$ cat src/logic/mpt_pkg.sv
// Shared constants and carrier types for the match based PWM timer.
// Assumes one clock domain and software control through plain ports.
package mpt_pkg;

    localparam int MPT_CNT_W = 32;
    localparam int MPT_NUM_MATCH = 7;
    localparam int MPT_NUM_OUT = 6;
    localparam int MPT_PERIOD_IDX = 0;
    localparam logic [MPT_CNT_W-1:0] MPT_CNT_RST = 32'h0000_0000;
    localparam logic [MPT_CNT_W-1:0] MPT_CNT_ONE = 32'h0000_0001;
    localparam logic [MPT_CNT_W-1:0] MPT_MATCH_RST = 32'h0000_0000;

    // Action taken by one match register when it hits
    typedef struct packed {
        logic int_en;
        logic reset_on;
        logic stop_on;
    } mpt_mctrl_t;

    localparam mpt_mctrl_t MPT_MCTRL_RST = '{int_en: 1'b0, reset_on: 1'b0, stop_on: 1'b0};

    // Global run controls
    typedef struct packed {
        logic cnt_en;
        logic pwm_en;
    } mpt_ctrl_t;

    typedef enum logic [1:0] {
        MPT_IDLE = 2'b00,
        MPT_RUN = 2'b01,
        MPT_HALT = 2'b11
    } mpt_state_t;

endpackage : mpt_pkg

$ cat src/logic/mpt_prescaler.sv
// Prescaler: emits one tick every (prescale + 1) enabled clocks.
// Assumes the enable is a registered level from the parent.
module mpt_prescaler
    import mpt_pkg::*;
#(
    parameter int CNT_W = MPT_CNT_W
)
(
    input wire logic ref_clk,
    input wire logic reset_n,
    input wire logic enable,
    input wire logic [CNT_W-1:0] prescale,
    output logic tick_r
);

    logic [CNT_W-1:0] pc_r;
    logic [CNT_W-1:0] pc_nxt;
    logic tick_nxt;

    always_comb
    begin
        pc_nxt = pc_r;
        tick_nxt = 1'b0;
        if (!enable)
        begin
            pc_nxt = '0;
        end
        else if (pc_r >= prescale)
        begin
            // Terminal count also catches a prescale lowered below the live count
            pc_nxt = '0;
            tick_nxt = 1'b1;
        end
        else
        begin
            pc_nxt = pc_r + CNT_W'(1);
        end
    end

    always_ff @(posedge ref_clk or negedge reset_n)
    begin
        if (!reset_n)
        begin
            pc_r <= '0;
            tick_r <= 1'b0;
        end
        else
        begin
            pc_r <= pc_nxt;
            tick_r <= tick_nxt;
        end
    end

endmodule : mpt_prescaler

$ cat src/logic/mpt_timer.sv
// Top of the match based PWM timer: counter, seven match units, six outputs.
// Assumes synchronous control ports held by software; release and clear are pulses.
// Functional notes
// - 32-bit counter advances on ticks from a programmable 32-bit prescaler.
// - Seven match registers feed six single-edge or up to five double-edge outputs, mixed.
// - In PWM mode the period match register resets the counter when equal, setting the cycle rate.
// - Single-edge output rises at period match unless constant low; own match falls.
// - Double-edge output rises on one match, falls on another; either order.
// - Double-edge edges may sit at any counter position in the cycle.
// - Period and width are any whole count; all outputs share one period.
// - Each match may continue, stop or reset the counter, with optional interrupt.
// - In PWM mode new match values take effect only after release, in step with outputs.
// - With modulation disabled the block is a plain timer with match actions.
module mpt_timer
    import mpt_pkg::*;
#(
    parameter int CNT_W = MPT_CNT_W,
    parameter int NM = MPT_NUM_MATCH
)
(
    input wire logic ref_clk,
    input wire logic reset_n,
    input wire mpt_ctrl_t ctrl,
    input wire logic [CNT_W-1:0] prescale,
    input wire logic [NM-1:0][CNT_W-1:0] match_val,
    input wire mpt_mctrl_t [NM-1:0] match_ctrl,
    input wire logic [NM-1:0] release_req,
    input wire logic [NM-2:0] dbl_sel,
    input wire logic [NM-1:0] flag_clr,
    output logic [CNT_W-1:0] count_r,
    output logic [NM-2:0] pwm_out_r,
    output logic [NM-1:0] flag_r,
    output logic [NM-1:0] pending_r,
    output logic halted_r
);

    function automatic logic hit(input logic tk, input logic [CNT_W-1:0] cnt, input logic [CNT_W-1:0] val);
        hit = tk && (cnt == val);
    endfunction : hit

    mpt_state_t state_r;
    mpt_state_t state_nxt;
    logic tick;
    logic [NM-1:0] m;
    logic period_evt;
    logic any_rst;
    logic any_stop;
    logic [NM-1:0][CNT_W-1:0] active_r;
    logic [NM-1:0][CNT_W-1:0] active_nxt;
    logic [NM-1:0] pending_nxt;
    logic [NM-1:0] flag_nxt;
    logic [NM-2:0] pwm_nxt;
    logic [CNT_W-1:0] count_nxt;
    logic halted_nxt;

    mpt_prescaler #(.CNT_W(CNT_W)) u_presc (
        .ref_clk(ref_clk),
        .reset_n(reset_n),
        .enable(state_r == MPT_RUN),
        .prescale(prescale),
        .tick_r(tick)
    );

    // Match detection and counter actions
    always_comb
    begin
        any_rst = 1'b0;
        any_stop = 1'b0;
        for (int i = 0; i < NM; i++)
        begin
            m[i] = hit(tick, count_r, active_r[i]);
            any_rst = any_rst | (m[i] & match_ctrl[i].reset_on);
            any_stop = any_stop | (m[i] & match_ctrl[i].stop_on);
        end
        period_evt = m[MPT_PERIOD_IDX] & ctrl.pwm_en;
        // Period match always wraps in PWM mode, whatever its action bits say
        any_rst = any_rst | period_evt;

        count_nxt = count_r;
        if (!ctrl.cnt_en)
        begin
            count_nxt = count_r;
        end
        else if (any_rst)
        begin
            count_nxt = MPT_CNT_RST;
        end
        else if (tick && !any_stop)
        begin
            count_nxt = count_r + MPT_CNT_ONE;
        end

        state_nxt = state_r;
        unique case (state_r)
            MPT_IDLE: if (ctrl.cnt_en) state_nxt = MPT_RUN;
            MPT_RUN:
            begin
                if (!ctrl.cnt_en)
                begin
                    state_nxt = MPT_IDLE;
                end
                else if (any_stop)
                begin
                    state_nxt = MPT_HALT;
                end
            end
            MPT_HALT: if (!ctrl.cnt_en) state_nxt = MPT_IDLE;
            default: state_nxt = MPT_IDLE;
        endcase
        halted_nxt = (state_nxt == MPT_HALT);
    end

    // Shadowed match values and release handshake
    always_comb
    begin
        active_nxt = active_r;
        pending_nxt = pending_r;
        for (int i = 0; i < NM; i++)
        begin
            if (!ctrl.pwm_en)
            begin
                // Plain timer: values act at once, nothing to keep glitch free
                active_nxt[i] = match_val[i];
                pending_nxt[i] = 1'b0;
            end
            else
            begin
                if (period_evt && pending_r[i])
                begin
                    active_nxt[i] = match_val[i];
                    pending_nxt[i] = 1'b0;
                end
                // A release in the apply cycle waits for the next period
                if (release_req[i])
                begin
                    pending_nxt[i] = 1'b1;
                end
            end
        end
    end

    // Output edges and pending interrupt flags
    always_comb
    begin
        pwm_nxt = pwm_out_r;
        for (int n = 1; n < NM; n++)
        begin
            if (!ctrl.pwm_en)
            begin
                pwm_nxt[n-1] = 1'b0;
            end
            else if (dbl_sel[n-1] && n > 1)
            begin
                // Fall wins when both edges share a count
                if (m[n])
                begin
                    pwm_nxt[n-1] = 1'b0;
                end
                else if (m[n-1])
                begin
                    pwm_nxt[n-1] = 1'b1;
                end
            end
            else
            begin
                // The value active in the new cycle decides the rise, so a switch to zero leaves no stray pulse
                if (period_evt && active_nxt[n] != MPT_MATCH_RST)
                begin
                    pwm_nxt[n-1] = 1'b1;
                end
                else if (m[n])
                begin
                    pwm_nxt[n-1] = 1'b0;
                end
            end
        end
        for (int i = 0; i < NM; i++)
        begin
            flag_nxt[i] = (flag_r[i] & ~flag_clr[i]) | (m[i] & match_ctrl[i].int_en);
        end
    end

    always_ff @(posedge ref_clk or negedge reset_n)
    begin
        if (!reset_n)
        begin
            state_r <= MPT_IDLE;
            count_r <= MPT_CNT_RST;
            active_r <= {NM{MPT_MATCH_RST}};
            pending_r <= '0;
            pwm_out_r <= '0;
            flag_r <= '0;
            halted_r <= 1'b0;
        end
        else
        begin
            state_r <= state_nxt;
            count_r <= count_nxt;
            active_r <= active_nxt;
            pending_r <= pending_nxt;
            pwm_out_r <= pwm_nxt;
            flag_r <= flag_nxt;
            halted_r <= halted_nxt;
        end
    end
endmodule : mpt_timer

$ cat config.mk
export PLATFORM = sky130hd
export DESIGN_NAME = mpt_timer
export DESIGN_NICKNAME = d
export VERILOG_FILES = /design/src/logic/mpt_pkg.sv /design/src/logic/mpt_prescaler.sv /design/src/logic/mpt_timer.sv
export SDC_FILE = /design/constraint.sdc
export NUM_CORES = 1
export LEC_CHECK = 0
export CAP_MARGIN = 20
export CORE_ASPECT_RATIO = 0.9
export CORE_MARGIN = 2
export CORE_UTILIZATION = 58
export CTS_CLUSTER_DIAMETER = 150
export DETAILED_ROUTE_END_ITERATION = 10
export DONT_BUFFER_PORTS = 1
export PLACE_DENSITY = 0.87
export SLEW_MARGIN = 10
export SYNTH_ARGS = -nofsm -noshare
export SYNTH_HDL_FRONTEND = slang
export SYNTH_SLANG_ARGS = --single-unit
$ cat constraint.sdc
create_clock -name ref_clk -period 3.4 [get_ports ref_clk]
set_clock_uncertainty 0.2 [all_clocks]
set_input_delay 0.68 -clock ref_clk [delete_from_list [all_inputs] [get_ports ref_clk]]
set_output_delay 0.68 -clock ref_clk [all_outputs]
set_load 0.02 [all_outputs]
==> results.py <==
metrics = {
    "yosys": {
        "yosys_warnings": 0,
        "syn-num-nets": 1858,
        "synth_ff_type": "dfrtp_1",
        "netlist_top_cells_area": "dfrtp_1 46%, mux2_2 15%, xor2_1 10%",
        "synth_cell_types": 51,
        "ys_seq_area_frac": 0.462,
        "synth_edf_count": 0,
        "ys_seq_elements": 312,
        "async_flop_share": 1.00,
        "yosys.area.top_type": "dfrtp_1",
        "syn_area_per_cell_um2": 11.1,
        "netlist_instances": 1523,
        "netlist_area_mm2": 0.0169,
        "yosysTopAreaCellShare": 0.462,
    },
    "drt": {
        "drcViolationCount": 1,
        "first_pass_iters": 11,
        "vias": 13500,
        "initialDrtViolationCount": 1650,
        "vias_per_cell": 6.71,
        "ant_nets": 0,
        "wl_per_cell_um": 27.5,
        "routed_wl_um": 55300,
    },
    "worst_setup_path": {
        "critPathKind": "reg2reg",
        "worstReg2RegStart": "count_r[2]",
        "rrSetupSlack_ns": -0.006,
        "reg2reg_depth": 12,
        "crit_arrival_ns": 3.69,
        "crit_path_start_kind": "flop",
        "r2r_end": "count_r[11]",
        "endpoint_kind": "flop",
        "cp_max_fo": 18,
        "crit_end": "count_r[11]",
        "worstPathRequired_ns": 3.69,
        "critPathLaunch": "count_r[2]",
    },
    "clock_network": {
        "cts_hold_buffers": 5,
        "cts_root_buffer": "clkbuf_16",
        "clkLatencyLatePin_ns": 0.59,
        "clockBufferDepth": 3,
        "clkTransAtPathRegs_ns": 0.07,
        "htreeDepth": 1,
        "cts_tree": "built",
        "cts_sinks": 312,
        "cts_made_buffers": 31,
    },
    "power_and_ir_drop": {
        "p_sw_frac": 0.244,
        "seqPwrFrac": 0.487,
        "finalPower_uw": 8880,
        "p_int_uw": 6710,
        "vdd_drop_max_v": 0.000413,
        "pwr-share-comb": 0.084,
        "p_leak_uw": 0.00858,
        "switchingPower_uw": 2170,
        "power_per_cell_area_mw_per_mm2": 458,
        "clkPwrFrac": 0.429,
    },
    "timing": {
        "slew_violations": 0,
        "max_freq_mhz": 294,
        "worst_pin_slew_ns": 1.35,
        "fin_crit_sh": 1.00,
        "finalSetupViolations": 1,
        "tns_ns": -0.00622,
        "period_needed_ns": 3.41,
        "fin_ws_ns": -0.00622,
        "rsz0062_at_grt": "true",
        "fin_hold_ws_ns": -0.377,
        "hold_violations": 312,
        "slew_headroom": 0.103,
    },
    "global_routing": {
        "grt_max_degree": 313,
        "grt_pass1_wl_um": 82100,
        "grt_antenna_before_repair": 20,
        "grt_usage": 0.355,
        "grt.overflow.total": 0,
        "grt_pass1_vias": 13900,
    },
    "run_status": {
        "status": "complete, but fails checks",
        "failed_checks": "DRC, hold timing, setup timing",
    },
    "layout": {
        "final_util": 0.673,
        "area_delta_synth_final_pct": 14.7,
        "final_nets": 1939,
        "drive_gt1_frac": 0.263,
    },
    "min_path": {
        "hold_path.class": "in2async",
    },
    "floorplan": {
        "rows": 59,
        "dieArea_mm2": 0.0305,
        "die_h_um": 166,
        "start_util": 0.587,
        "coreArea_mm2": 0.0288,
        "die_x_um": 184,
        "io_pins": 354,
    },
    "place": {
        "dp_hpwl_um": 39500,
        "gp_congestion": 0.935,
        "port_buffers": 0,
    },
    "job": {
        "max-cap-violations": 0,
    },
}
[per-stage QoR]
stage	setup WS, ns	std cells	cell area, um2
5_1_grt	-0.0953	2009	19400
2_1_floorplan	0.0570	1523	16900
4_1_cts	0.0101	1987	19200
6_report	-0.00622	2012	19400
3_5_place_dp	-0.123	1925	18000
3_3_place_gp	-0.00959	1925	18000
[layout make-up]
class	count	area [um2]
diodes	18	45.0
clock buffers	39	836
clock inverters	18	285
fillers	2058	9420
inverters	53	199
multi-input cells	1084	8630
flip-flops and latches	312	7810
well taps	366	458
repair buffers	122	1110
[per-layer routing]
layer  GRT usage  share of wire  vias to the layer above  wire [um]
li1            -              -                     5656          -
met3       0.101           0.12                      282       6630
met5           0        0.00023                        -         13
met1       0.458           0.37                     6601      20300
met2       0.539           0.45                      962      24700
met4       0.197          0.066                        2       3680
[power groups by stage]
stage	Clock, uW	Combinational (uW)	Sequential (uW)
2_1_floorplan	0	605	4260
3_3_place_gp	0	676	4360
3_5_place_dp	0	717	4380
4_1_cts	3820	732	4310
5_1_grt	4000	811	4350
6_report	3810	745	4330
[sequential cells by signal, indices dropped and copies added (netlist names)]
| name | flops |
|---|---|
| halted_r | 1 |
| flag_r | 7 |
| state_r | 2 |
| u_presc.pc_r | 32 |
| pending_r | 7 |
| count_r | 32 |
| pwm_out_r | 6 |
| u_presc.tick_r | 1 |
| active_r | 224 |
[Yosys cell counts, types with 7 or more instances]
| master | n |
|---|---|
| a21oi_1 | 38 |
| dfrtp_1 | 312 |
| buf_2 | 29 |
| or3_1 | 13 |
| a21o_1 | 14 |
| nor4_1 | 136 |
| or2_2 | 7 |
| ha_1 | 34 |
| o21ai_0 | 29 |
| nand3_1 | 36 |
| nor2_1 | 65 |
| nand2_1 | 44 |
| xnor2_1 | 67 |
| xor2_1 | 194 |
| a21boi_1 | 7 |
| clkbuf_1 | 39 |
| o31ai_1 | 7 |
| nor3_1 | 23 |
| nand4_1 | 55 |
| mux2_2 | 224 |
| nor2b_1 | 9 |
| or4_1 | 8 |
| o21a_1 | 8 |
| and3_1 | 18 |
| inv_1 | 51 |
[worst min path at each step]
stage	start	to	slack (ns)	cells after the start
6_report	reset_n	active_r[87]	-0.38	0
5_1_grt	reset_n	active_r[87]	-0.40	0
4_1_cts	reset_n	active_r[87]	-0.38	0
3_5_place_dp	reset_n	active_r[87]	0.21	0
3_3_place_gp	reset_n	active_r[87]	0.21	0
2_1_floorplan	reset_n	active_r[0]	0.18	0
[cells by family (layout without fill, tap and decap cells)]
| group | Yosys count | in the layout | share of synthesized area |
|---|---|---|---|
| flops | 312 | 312 | 0.462 |
| xor+xnor | 261 | 261 | 0.135 |
| mux | 224 | 224 | 0.149 |
| simple gates | 438 | 439 | 0.147 |
| fa+ha+maj | 34 | 34 | 0.0252 |
| buf+inv | 128 | 232 | 0.0330 |
| other cells | 0 | 18 | 0 |
| compound gates | 126 | 126 | 0.0481 |
[repair_timing]
item                                    4_1_cts  5_1_grt
gates cloned                                  0        1
endpoints found under the hold margin       318      312
endpoints found under the setup margin        7       43
setup buffers                                 0        5
resized for setup                             3       10
pin swaps                                     0        7
[cells in the final DEF, fill, tap and decap left out, types with 8 or more instances in the layout]
master,count
nand2_1,44
or3_1,13
clkbuf_16,31
xnor2_1,67
o21ai_0,29
nor2_1,65
buf_4,102
or4_1,8
nor4_1,134
buf_12,14
dfrtp_1,308
nor2b_1,9
a21o_1,14
nand4_1,55
ha_1,34
xor2_1,194
nand3_1,36
a21oi_1,37
and3_1,18
nor3_1,22
diode_2,18
inv_1,51
o21a_1,8
mux2_2,224
[worst max-delay path: stages, from the launching register on]
cell,delay [ns]
dfrtp_1,0.48
buf_12,0.20
xor2_1,0.17
nor4_1,0.31
nand4_1,0.19
nor4_4,0.46
buf_4,0.23
a22oi_1,0.10
nand4_1,0.17
buf_4,0.16
and2_4,0.27
o21ai_0,0.16
a21oi_1,0.21
No activity file was read; power rests on OpenSTA's default activity.
